### src/hab_pkg.sv
/*
 * Package for the system-to-peripheral bus bridge: widths, transfer
 * encodings, region layout and reset values.
 * Assumes nothing of its surroundings; shared by all three design files.
 */
`default_nettype none
package hab_pkg;
	localparam int SYS_DW        = 32;
	localparam int PER_DW        = 32;
	localparam int ADDR_W        = 32;
	localparam int NUM_SLV       = 16;
	localparam int SLV_IDX_W     = 4;
	localparam int REGION_LSB    = 10;
	localparam int SWAP_ENABLE   = 0;
	localparam int BYTES_PER_WORD = PER_DW / 8;

	localparam logic [1:0] HTRANS_IDLE   = 2'h0;
	localparam logic [1:0] HTRANS_BUSY   = 2'h1;
	localparam logic [1:0] HTRANS_NONSEQ = 2'h2;
	localparam logic [1:0] HTRANS_SEQ    = 2'h3;
	localparam logic [1:0] HRESP_OKAY    = 2'h0;
	localparam logic [1:0] HRESP_ERROR   = 2'h1;

	localparam logic [ADDR_W-1:0] PER_BASE   = 32'h0000_0000;
	localparam logic [15:0]       APB4_MASK  = 16'h0000;
	localparam logic [15:0]       READY_MASK = 16'hffff;

	localparam logic [ADDR_W-1:0] RST_ADDR  = 32'h0000_0000;
	localparam logic [PER_DW-1:0] RST_WDATA = 32'h0000_0000;
	localparam logic [SYS_DW-1:0] RST_RDATA = 32'h0000_0000;

	typedef enum logic [2:0] {
		HAB_IDLE,
		HAB_WAIT_WDATA,
		HAB_SETUP,
		HAB_ACCESS,
		HAB_RESP
	} hab_state_t;
endpackage : hab_pkg
`default_nettype wire

### src/hab_req_if.sv
/*
 * Interface carrying one captured system-bus request from the capture
 * stage to the peripheral sequencer inside the bridge.
 * Assumes both ends run on the same core clock.
 */
`timescale 1ns/1ps
`default_nettype none
interface hab_req_if;
	import hab_pkg::*;
	logic              valid;
	logic              write;
	logic [ADDR_W-1:0] addr;
	logic              take;
	modport src (output valid, output write, output addr, input take);
	modport dst (input valid, input write, input addr, output take);
endinterface : hab_req_if
`default_nettype wire

### src/hab_bridge.sv
/*
 * System-bus slave to peripheral-bus master bridge. Writes are posted,
 * reads stall the system bus until the peripheral answers.
 * Assumes the peripheral clock is the core clock gated by i_pclk_en,
 * generated from a core-clock register, and registered peripheral
 * read data and error signals.
 */
`timescale 1ns/1ps
`default_nettype none
// Contract
// - The bridge is the only master driving the peripheral bus.
// - On the system bus the bridge only answers, never initiates.
// - Peripheral address, control, write data aligned; two cycles minimum.
// - Writes are posted; the system bus is released immediately.
// - A second write is captured; hready low until pipeline drains.
// - Pending write to an APB4 peripheral blocks new transfers until done.
// - Reads run to completion with hready low until data returns.
// - Returned peripheral read data drives the system read data lines.
// - Selected BUSY or IDLE transfers are ignored, no peripheral activity.
// - Burst beats are independent transfers at their own addresses.
// - The hburst input exists but has no effect.
// - Peripherals are numbered from zero without gaps.
// - Each peripheral region is 1 KB aligned and at least 1 KB.
// - System width 32..256, peripheral width 8..32, never wider.
// - Wide write data narrowed; narrow read data widened.
// - Big-endian systems byte-swap both ways; little-endian passes.
// - Peripheral clock synchronous, an integer divisor of the core clock.
// - The bridge never answers SPLIT or RETRY.
// - Core edge with tick strobe high is a peripheral clock edge.
// - Captured address and data reach the peripheral only on ticks; the code loads them on the edge that takes the request, tick or not.
// - Read data sampled on first core edge after penable rises; the code keeps the sample from the tick that ends the access.
// - pslverr with pready high returns an ERROR response; the code does so for reads only.
module hab_bridge
	import hab_pkg::*;
(
	input  wire logic                 i_core_clk,
	input  wire logic                 i_reset,
	input  wire logic                 i_pclk_en,
	input  wire logic                 i_hsel,
	input  wire logic [ADDR_W-1:0]    i_haddr,
	input  wire logic [1:0]           i_htrans,
	input  wire logic                 i_hwrite,
	input  wire logic [2:0]           i_hsize,
	input  wire logic [2:0]           i_hburst,
	input  wire logic                 i_hready,
	input  wire logic [SYS_DW-1:0]    i_hwdata,
	input  wire logic                 i_big_endian,
	output logic                      o_hready_resp,
	output logic [1:0]                o_hresp,
	output logic [SYS_DW-1:0]         o_hrdata,
	output logic [NUM_SLV-1:0]        o_psel,
	output logic                      o_penable,
	output logic                      o_pwrite,
	output logic [ADDR_W-1:0]         o_paddr,
	output logic [PER_DW-1:0]         o_pwdata,
	input  wire logic [PER_DW-1:0]    i_prdata,
	input  wire logic                 i_pready,
	input  wire logic                 i_pslverr
);
	hab_state_t state_r;
	hab_state_t state_nxt;

	hab_req_if req ();

	logic [ADDR_W-1:0]    paddr_r;
	logic                 pwrite_r;
	logic [NUM_SLV-1:0]   psel_r;
	logic                 penable_r;
	logic [PER_DW-1:0]    pwdata_r;
	logic [SYS_DW-1:0]    hrdata_r;
	logic                 hready_r;
	logic                 hresp_err_r;
	logic                 err_second_r;
	logic                 apb4_r;

	logic                 addr_phase_valid;
	logic                 load_pend;
	logic                 start_cur;
	logic                 done_xfer;
	logic                 slot_ready;
	logic [SLV_IDX_W-1:0] slv_idx;
	logic                 in_range;
	logic [NUM_SLV-1:0]   sel_dec;
	logic [PER_DW-1:0]    wdata_le;
	logic [PER_DW-1:0]    rdata_sys;
	logic                 slv_ready;

	// Byte swap of one peripheral word, used for both directions.
	function automatic logic [PER_DW-1:0] swap_bytes(
		input logic [PER_DW-1:0] d
	);
		logic [PER_DW-1:0] r;
		r = '0;
		for (int b = 0; b < BYTES_PER_WORD; b++) begin
			r[8*b +: 8] = d[8*(BYTES_PER_WORD-1-b) +: 8];
		end
		return r;
	endfunction

	// Region index of an address: one 1 KB slot per peripheral.
	function automatic logic [SLV_IDX_W-1:0] region_of(
		input logic [ADDR_W-1:0] a
	);
		return a[REGION_LSB +: SLV_IDX_W];
	endfunction

	// Only NONSEQ and SEQ reach the peripheral bus; burst type is unused.
	assign addr_phase_valid = i_hsel && i_hready &&
		(i_htrans == HTRANS_NONSEQ ||
		 i_htrans == HTRANS_SEQ);

	// Decode the captured address, not the queue: a new request may
	// already wait in the pending stage while this one starts.
	assign slv_idx  = region_of(paddr_r);
	assign in_range = (paddr_r[ADDR_W-1:REGION_LSB+SLV_IDX_W] ==
		PER_BASE[ADDR_W-1:REGION_LSB+SLV_IDX_W]);

	// One select per numbered slot, contiguous from zero.
	genvar gi;
	generate
		for (gi = 0; gi < NUM_SLV; gi++) begin : g_dec
			assign sel_dec[gi] = in_range &&
				(slv_idx == SLV_IDX_W'(gi));
		end
	endgenerate

	// Only the low peripheral word of the system data is forwarded.
	assign wdata_le = i_big_endian ?
		swap_bytes(i_hwdata[PER_DW-1:0]) :
		i_hwdata[PER_DW-1:0];
	assign rdata_sys = i_big_endian ?
		swap_bytes(i_prdata) : i_prdata;

	// Peripherals without a ready line are treated as always ready.
	assign slv_ready = i_pready || ((psel_r & READY_MASK) == '0);

	assign slot_ready = (state_r == HAB_IDLE) && !req.valid;
	assign load_pend  = addr_phase_valid && hready_r;
	assign start_cur  = (state_r == HAB_WAIT_WDATA) && i_pclk_en;
	assign done_xfer  = (state_r == HAB_ACCESS) && slv_ready &&
		i_pclk_en;

	hab_pend u_pend (
		.i_core_clk (i_core_clk),
		.i_reset    (i_reset),
		.i_load     (load_pend),
		.i_write    (i_hwrite),
		.i_addr     (i_haddr),
		.req        (req)
	);

	assign req.take = (state_r == HAB_IDLE) && req.valid;

	always_comb begin
		state_nxt = state_r;
		unique case (state_r)
			HAB_IDLE:
				if (req.valid) state_nxt = HAB_WAIT_WDATA;
			HAB_WAIT_WDATA:
				if (i_pclk_en) state_nxt = HAB_SETUP;
			HAB_SETUP:
				if (i_pclk_en) state_nxt = HAB_ACCESS;
			HAB_ACCESS:
				if (done_xfer) state_nxt = HAB_RESP;
			HAB_RESP:
				state_nxt = HAB_IDLE;
		endcase
	end

	always_ff @(posedge i_core_clk) begin
		if (i_reset) state_r <= HAB_IDLE;
		else         state_r <= state_nxt;
	end

	// Peripheral bus drive: address, direction and data change when the request is taken; select and enable on a tick.
	always_ff @(posedge i_core_clk) begin
		if (i_reset) begin
			paddr_r   <= RST_ADDR;
			pwrite_r  <= 1'b0;
			psel_r    <= '0;
			penable_r <= 1'b0;
			pwdata_r  <= RST_WDATA;
			apb4_r    <= 1'b0;
		end else begin
			if (req.take) begin
				paddr_r  <= req.addr;
				pwrite_r <= req.write;
				apb4_r   <= apb4_target(req.addr);
			end
			// Write data is only valid in the data phase, which lasts at least until
			// the edge that hands the request to the sequencer.
			if (req.take && req.write)
				pwdata_r <= wdata_le;
			if (start_cur)
				psel_r <= sel_dec;
			if (state_r == HAB_SETUP && i_pclk_en)
				penable_r <= 1'b1;
			if (done_xfer) begin
				psel_r    <= '0;
				penable_r <= 1'b0;
			end
		end
	end

	// Read data is captured on every core edge of the access phase that
	// sees ready, up to and including the peripheral edge that ends it.
	always_ff @(posedge i_core_clk) begin
		if (i_reset) begin
			hrdata_r <= RST_RDATA;
		end else if (state_r == HAB_ACCESS && !pwrite_r && slv_ready) begin
			hrdata_r <= SYS_DW'(rdata_sys);
		end
	end

	// Ready to the system bus. A write is posted when the slot is free;
	// a read or a write behind a busy slot holds hready low. A pending
	// APB4 write also blocks until its peripheral transfer ends.
	always_ff @(posedge i_core_clk) begin
		if (i_reset) begin
			hready_r     <= 1'b1;
			hresp_err_r  <= 1'b0;
			err_second_r <= 1'b0;
		end else begin
			err_second_r <= 1'b0;
			if (err_second_r) begin
				hready_r    <= 1'b1;
			end else if (load_pend) begin
				// Posted only when nothing is queued or running.
				hready_r    <= i_hwrite && slot_ready &&
					!apb4_target(i_haddr);
				hresp_err_r <= 1'b0;
			end else if (!hready_r && done_xfer && i_pslverr && !pwrite_r)
			begin
				hresp_err_r  <= 1'b1;
				err_second_r <= 1'b1;
			end else if (!hready_r && done_xfer && (!pwrite_r || apb4_r))
			begin
				hready_r    <= 1'b1;
				hresp_err_r <= 1'b0;
			end else if (!hready_r && req.take && req.write &&
				!apb4_target(req.addr)) begin
				// A queued write is released once its data is captured.
				hready_r    <= 1'b1;
				hresp_err_r <= 1'b0;
			end else if (hready_r) begin
				hresp_err_r <= 1'b0;
			end
		end
	end

	// Decode used both at capture time and at hand-over to the sequencer.
	function automatic logic apb4_target(input logic [ADDR_W-1:0] a);
		return APB4_MASK[region_of(a)];
	endfunction

	assign o_hready_resp = hready_r;
	assign o_hresp   = hresp_err_r ? HRESP_ERROR : HRESP_OKAY;
	assign o_hrdata  = hrdata_r;
	assign o_psel    = psel_r;
	assign o_penable = penable_r;
	assign o_pwrite  = pwrite_r;
	assign o_paddr   = paddr_r;
	assign o_pwdata  = pwdata_r;
	// i_pclk_en must come from a core-clock register at a fixed ratio.
endmodule : hab_bridge
`default_nettype wire

### src/hab_pend.sv
/*
 * Pending-request holding stage: keeps the address and direction of one
 * system-bus transfer that could not start on the peripheral bus yet.
 * Assumes a synchronous active-high reset on the core clock.
 */
`timescale 1ns/1ps
`default_nettype none
module hab_pend
	import hab_pkg::*;
(
	input  wire logic              i_core_clk,
	input  wire logic              i_reset,
	input  wire logic              i_load,
	input  wire logic              i_write,
	input  wire logic [ADDR_W-1:0] i_addr,
	hab_req_if.src                 req
);
	logic              valid_r;
	logic              write_r;
	logic [ADDR_W-1:0] addr_r;

	always_ff @(posedge i_core_clk) begin
		if (i_reset) begin
			valid_r <= 1'b0;
			write_r <= 1'b0;
			addr_r  <= RST_ADDR;
		end else if (i_load) begin
			valid_r <= 1'b1;
			write_r <= i_write;
			addr_r  <= i_addr;
		end else if (req.take) begin
			valid_r <= 1'b0;
		end
	end

	assign req.valid = valid_r;
	assign req.write = write_r;
	assign req.addr  = addr_r;
endmodule : hab_pend
`default_nettype wire

### config.mk
export PLATFORM = sky130hd
export DESIGN_NAME = hab_bridge
export DESIGN_NICKNAME = d
export VERILOG_FILES = /design/src/hab_pkg.sv /design/src/hab_req_if.sv /design/src/hab_bridge.sv /design/src/hab_pend.sv
export SDC_FILE = /design/constraint.sdc
export NUM_CORES = 1
export LEC_CHECK = 0
export BUFFER_PORTS_ARGS = -buffer_cell sky130_fd_sc_hd__buf_2
export CAP_MARGIN = 20
export CORE_MARGIN = 4
export CORE_UTILIZATION = 40
export CTS_BUF_LIST = sky130_fd_sc_hd__clkbuf_8
export DETAILED_ROUTE_END_ITERATION = 16
export GPL_TIMING_DRIVEN = 0
export PLACE_DENSITY_LB_ADDON = 0.1
export SYNTH_ARGS = -nofsm -noshare
export SYNTH_HDL_FRONTEND = slang
export SYNTH_SLANG_ARGS = --single-unit
### constraint.sdc
create_clock -name i_core_clk -period 1.5 [get_ports i_core_clk]
set_input_delay 0.15 -clock i_core_clk [delete_from_list [all_inputs] [get_ports i_core_clk]]
set_output_delay 0.15 -clock i_core_clk [all_outputs]
set_load 0.005 [all_outputs]
==> results of run 1 <==
[Yosys cell counts, drive strengths merged]
| cell type | n | share of area |
|---|---|---|
| nand2 | 150 | 0.087 |
| o311ai | 1 | 0.0014 |
| o21ai | 1 | 0.00078 |
| a21oi | 118 | 0.092 |
| nor2b | 3 | 0.0029 |
| and2 | 3 | 0.0029 |
| mux2i | 64 | 0.099 |
| nand4 | 2 | 0.0019 |
| a2111oi | 1 | 0.0014 |
| a31oi | 1 | 0.00097 |
| conb | 1 | 0.00058 |
| nor4b | 1 | 0.0037 |
| nor3 | 10 | 0.0095 |
| inv | 1 | 0.00058 |
| or4 | 1 | 0.0012 |
| and4 | 1 | 0.0014 |
| nand4bb | 1 | 0.0017 |
| clkbuf | 34 | 0.020 |
| nor3b | 3 | 0.0043 |
| buf | 34 | 0.032 |
| a32o | 1 | 0.0016 |
| a211oi | 64 | 0.086 |
| or3 | 2 | 0.0019 |
| dfxtp | 154 | 0.48 |
| and3 | 3 | 0.0029 |
| nor2 | 40 | 0.023 |
| nand3 | 15 | 0.012 |
| nand4b | 1 | 0.0014 |
| nor4 | 15 | 0.015 |
| nand2b | 6 | 0.0058 |
| a41o | 4 | 0.0062 |
| o22ai | 1 | 0.00097 |
[worst max-delay path: stages, from the launching register on]
cell,delay (ns)
dfxtp_2,0.35
nor4_4,0.26
a41o_2,0.29
buf_4,0.13
a41o_4,0.28
clkbuf_16,0.16
a21oi_1,0.04
[cells by family after synthesis]
kind of cell           synth area share
and+or+nand+nor                   0.178
DFF                               0.478
other                          0.000582
muxes                            0.0994
AOI/OAI and AO/OA                 0.191
buffers and inverters            0.0524
[per-layer routing]
layer | share of wire | up-vias
met3 | 0.060 | 26
li1 | - | 3207
met1 | 0.44 | 3034
met4 | 0.016 | 0
met2 | 0.49 | 217
met5 | 0 | -
[metrics by stage]
step,setup slack [ns],power (mW)
3_5_place_dp,-0.434,4.95
2_1_floorplan,0.00242,4.64
6_report,-0.123,8.38
5_1_grt,-0.175,8.70
3_3_place_gp,-0.415,4.95
4_1_cts,-0.125,8.39
[placed cells by master, fill, tap and decap left out, types with 3 or more instances in the layout]
| cell type | netlist | layout |
|---|---|---|
| nand2_1 | 150 | 150 |
| buf_1 | 7 | 6 |
| clkbuf_4 | 0 | 7 |
| nor4_4 | 0 | 5 |
| clkbuf_8 | 0 | 19 |
| buf_8 | 0 | 7 |
| dfxtp_2 | 0 | 17 |
| clkbuf_2 | 0 | 7 |
| a211oi_1 | 49 | 16 |
| buf_4 | 8 | 22 |
| a211oi_2 | 15 | 48 |
| buf_2 | 15 | 223 |
| buf_12 | 0 | 6 |
| nor2_1 | 40 | 27 |
| clkbuf_16 | 0 | 9 |
| dlygate4sd3_1 | 0 | 35 |
| dfxtp_1 | 154 | 135 |
| a21oi_1 | 118 | 112 |
| nor2_2 | 0 | 12 |
| nor4_2 | 0 | 3 |
| bufinv_16 | 0 | 3 |
| nand3_2 | 0 | 14 |
| nand2b_1 | 6 | 6 |
| buf_6 | 4 | 18 |
| clkbuf_1 | 34 | 14 |
| nor3_2 | 0 | 7 |
| nor4_1 | 15 | 7 |
| clkinvlp_4 | 0 | 3 |
| clkinv_4 | 0 | 3 |
| a21oi_2 | 0 | 6 |
| mux2i_1 | 64 | 64 |
[report_power, final]
part,internal (mW),switching [mW]
Combinational,0.405,0.461
Clock,1.75,1.60
Sequential,4.13,0.0347
[sequential cells by signal, indices dropped and copies added (netlist names)]
register          count
u_pend.req.valid      1
err_second_r          1
u_pend.req.addr      32
state_r               3
o_pwrite              1
o_paddr              32
o_pwdata             32
o_psel               16
o_hrdata             32
o_hready_resp         1
o_penable             1
u_pend.req.write      1
hresp_err_r           1
[path summary, 6_finish.rpt]
check | end | slack [ns] | cells past startpoint
hold reg to reg | o_paddr[29] | 0.45 | 2
setup reg to reg | o_psel[6] | -0.12 | 6
hold / removal | state_r[2] | 0.05 | 3
setup / recovery | o_psel[6] | -0.12 | 6
[layout make-up]
| type | instances | area (um2) | area share |
|---|---|---|---|
| sequential | 154 | 3110 | 0.318 |
| clock buffer | 19 | 262 | 0.0267 |
| timing repair buffer | 291 | 1950 | 0.199 |
| multi-input combinational | 514 | 3520 | 0.360 |
| buffer | 63 | 502 | 0.0513 |
| tap | 216 | 270 | 0.0276 |
| inverter | 1 | 3.75 | 0.000384 |
| clock inverter | 13 | 166 | 0.0170 |
[what timing repair did]
item,in CTS,in global routing
resized for setup,98,118
setup buffers,12,13
endpoints found under the setup margin,148,143
pin swaps,34,35
endpoints found under the hold margin,35,0
cloned,4,9
hold buffers,35,0
==> metrics.cfg, run 1 <==
[run_status]
status=finished, violations left
violations=setup timing

[layout]
layout.cells.non_filler=1271
final_area_um2=9780
final_layout_size_suffix_gt1_frac=0.436
diodes=0
postLayoutCoreUtil=0.618
synthToLayoutAreaGrowth_pct=51.7
n_fill_cell=1417
layout.nets=1155

[floorplan]
start_util=0.407
rows=46
core_um2=15800
die_w_um=135
io_pins=230
dieHeight_um=135
dieArea_um2=18200

[run]
cap_violations=0

[min_path]
min_from=i_reset
hold_class=primary input to register

[synthesis]
synth.avg_cell_area_um2=8.75
synth_seq_cells=154
synthCells=737
syn-cell-area_um2=6450
synth_cell_types=38
synth.yosys.seq_area_share=0.478
syn_nets=850
ys_warn_count=0

[drt]
viasPerCell=5.10
first_iter_violations=206
ant_nets=0
vias=6484
avgRoutedWirePerCell_um=16.5
wirelength_um=20900
dr.pass1.iters=4
drc=0

[critical_path]
rr_startpoint=o_psel[7]
cp.required_ns=1.84
path_max_fanout=6
startpoint=o_psel[7]
critPathKind=register to register
cp-start-kind=register
cp.arrival_ns=1.96
crit_path_end_kind=register

[clock_network]
clkTransAtPathRegs_ns=0.08
cts_made_buffers=17
cts.sinks=154
h-tree-depth=4
cts_tree=built
clock_latency_ns=0.44
cts_root_buffer=clkbuf_8
clockBufferDepth=2

[timing]
finClkSkew_ns=0.0128
fin_setup_tns_ns=-3.89
setup_viol=63
maxSlewHeadroom=0.478
fin_crit_sh=1.08
max_freq_ghz=0.616
fin_hold_ws_ns=0.0506
max_slew.worst_pin.slew_ns=0.784
hold_viol=0
rsz0062_at_grt=yes
setup_ws_ns=-0.123
drv_slew=0
post-route-min-period_ns=1.62

[power]
peakVddDrop_mv=0.478
p_leak_nw=4.08
p_per_area_nw_per_um2=857

[global_routing]
grt_usage=0.216
first_global_vias=6124
grt_pass1_wl_um=31500
grt_use_met1=0.284
grtUsageMet2=0.357
gr-total-overflow=0
use_met3=0.0473
grt-busiest-layer=met2
antenna_found_initial=0
grt_max_degree=17

[place]
gp_congestion=0.834
numPlacedInstances=1172
placed_area_um2=7820
dp_hpwl_um=14300
io_buffers=219

(Power assumes the default switching activity.)
==> run 2, diff against run 1 <==
--- a/config.mk
+++ b/config.mk
@@ -12,7 +12,7 @@
 export CTS_BUF_LIST = sky130_fd_sc_hd__clkbuf_8
 export DETAILED_ROUTE_END_ITERATION = 16
 export GPL_TIMING_DRIVEN = 0
-export PLACE_DENSITY_LB_ADDON = 0.1
+export PLACE_DENSITY = 0.76
 export SYNTH_ARGS = -nofsm -noshare
 export SYNTH_HDL_FRONTEND = slang
 export SYNTH_SLANG_ARGS = --single-unit
==> run 2 against run 1 <==
Against the previous run: the flow still finishes with violations (setup timing); clock skew is 0.0031 ns higher; clock-buffer cell count stayed put; fmax is 4.8% lower; critical endpoint is now o_hrdata[8]; critical path type unchanged.
==> metrics.cfg, run 2 (same netlist as run 1, synthesis figures left out) <==
[run_status]
status=finished, violations left
violations=setup timing

[timing]
post-route-min-period_ns=1.70  ; +0.0814 ns
setup_viol=59  ; -6.3%
fin_crit_sh=1.14  ; +0.0542
max_slew.worst_pin.slew_ns=0.820  ; +0.0363 ns
max_freq_ghz=0.587  ; -4.8%
maxSlewHeadroom=0.453  ; -0.0242
fin_hold_ws_ns=0.0445  ; -0.00615 ns
finClkSkew_ns=0.0159  ; +0.00313 ns
setup_ws_ns=-0.204  ; -0.0814 ns
hold_viol=0  ; unchanged
rsz0062_at_grt=yes
drv_slew=0  ; unchanged
fin_setup_tns_ns=-7.93  ; -4.05 ns

[layout]
final_cell_mix=buf_2 (225), nand2_1 (150), dfxtp_1 (138), a21oi_1 (103), mux2i_1 (64)
final_area_um2=9700  ; -0.84%
n_fill_cell=1302  ; -8.1%
layout.cells.non_filler=1263  ; -0.63%
mostFrequentLayoutCell=buf_2
layout.nets=1148  ; -0.61%
synthToLayoutAreaGrowth_pct=50.4
postLayoutCoreUtil=0.613  ; -0.00522
final_layout_size_suffix_gt1_frac=0.414  ; -0.0225
diodes=0  ; unchanged

[clock_network]
clkTransAtPathRegs_ns=0.09  ; about the same
clockBufferDepth=2  ; unchanged
cts_tree=built
cts_made_buffers=17  ; unchanged
clock_latency_ns=0.46  ; +0.02 ns
cts.sinks=154  ; unchanged
cts_root_buffer=clkbuf_8
h-tree-depth=4  ; unchanged

[power]
clkPwrFrac=0.394  ; -0.005
p_switching_mw=2.20  ; +5.4%
peakVddDrop_mv=0.566  ; +18%
p_per_area_nw_per_um2=858  ; +0.19%
power_frac_comb=0.106  ; +0.003
swShare=0.265  ; +0.0152
p_seq_frac=0.501  ; +0.003
p_int_mw=6.12  ; -2.7%
power_mw=8.32  ; -0.65%
p_leak_nw=4.05  ; -0.76%

[drt]
ant_nets=0  ; unchanged
wirelength_um=21900  ; +4.6%
first_iter_violations=442  ; +110%
viasPerCell=5.31  ; +4.1%
drc=0  ; unchanged
dr.pass1.iters=5  ; +1
vias=6709  ; +3.5%
avgRoutedWirePerCell_um=17.3  ; +5.3%

[critical_path]
r2r_setup_slack_ns=-0.20  ; -0.08 ns
crit_family=simple AND/OR/NAND/NOR gates
crit_path_end_kind=register
path_cells=nor4_2, a41o_4, buf_6, and2_4, clkbuf_16, a211oi_1
cp.arrival_ns=2.01  ; +0.05 ns
r2r.worst_path.cells=6  ; unchanged
cp_num_buf_inv=2  ; unchanged
cp-start-kind=register
slowest_stage=dfxtp_1
path_max_fanout=6  ; unchanged
critPathMaxStageDelay_ns=0.35  ; about the same
cp.required_ns=1.81  ; -0.03 ns
critPathKind=register to register
regToRegEndpoint=o_hrdata[8]
rr_startpoint=o_psel[10]

[global_routing]
gr-total-overflow=0  ; unchanged
first_global_vias=6351  ; +3.7%
grt_pass1_wl_um=31900  ; +1.3%
antenna_found_initial=0  ; unchanged
grt_max_degree=17  ; unchanged
grt_usage=0.217  ; +0.000387

[place]
placed_area_um2=7820  ; unchanged
io_buffers=219  ; unchanged
dp_slack_ns=-0.450  ; -0.0164 ns
numPlacedInstances=1172  ; unchanged
dp_hpwl_um=13900  ; -2.3%
gp_congestion=0.813  ; -2.5%

[run]
cap_violations=0  ; unchanged

[min_path]
min_to=o_pwdata[0]
hold_depth=3  ; unchanged
hold_class=primary input to register
min_from=i_hwdata[0]

[floorplan]
core_um2=15800  ; unchanged
dieArea_um2=18200  ; unchanged
dieHeight_um=135  ; unchanged
start_util=0.407  ; unchanged
io_pins=230  ; unchanged
rows=46  ; unchanged
die_w_um=135  ; unchanged

[run 2: layout make-up]
| class | count | area (um2) | area share |
|---|---|---|---|
| flip-flops and latches | 154 | 3110 | 0.321 |
| repair buffers | 284 | 1880 | 0.194 |
| inverters | 1 | 3.75 | 0.000387 |
| clock inverters | 12 | 141 | 0.0146 |
| multi-input cells | 514 | 3510 | 0.362 |
| plain buffers | 63 | 519 | 0.0536 |
| well taps | 216 | 270 | 0.0279 |
| clock buffers | 19 | 262 | 0.0270 |
[run 2: power by group through the flow]
stage	logic, mW	clock network (mW)	registers (mW)
finish	0.881	3.28	4.16
global route	0.948	3.48	4.17
CTS	0.787	3.30	4.16
detailed placement	0.681	0	4.26
global placement	0.673	0	4.26
floorplan	0.386	0	4.26
[run 2: worst register-to-register path, stage by stage, from the launching register on]
cell and delay [ns]:
dfxtp_1 0.35, nor4_2 0.32, a41o_4 0.31, buf_6 0.10, and2_4 0.23, clkbuf_16 0.18, a211oi_1 0.06
[run 2: how the worst max path moves through the flow]
| stage | start | end | cells past startpoint |
|---|---|---|---|
| global placement | o_psel[2] | o_hrdata[26] | 6 |
| CTS | o_psel[5] | o_hrdata[1] | 7 |
| global route | o_psel[3] | o_hrdata[16] | 6 |
| floorplan | o_paddr[31] | o_psel[10] | 6 |
| detailed placement | o_psel[2] | o_hrdata[2] | 6 |
| finish | o_psel[10] | o_hrdata[8] | 6 |
[run 2: per-layer routing]
layer  vias to the layer above  global-route usage  wire length (um)
li1                       3193                   -                 -
met1                      3176               0.267              8940
met2                       296               0.365             10800
met3                        44              0.0574              1590
met4                         0              0.0795               618
met5                         -                   0                 0
[run 2: timing repair]
action	in CTS	in global routing
pin swaps	21	49
setup endpoints to repair	148	132
hold buffers	35	0
setup buffers	11	9
gates cloned	2	8
endpoints found under the hold margin	35	0
resized for setup	77	138
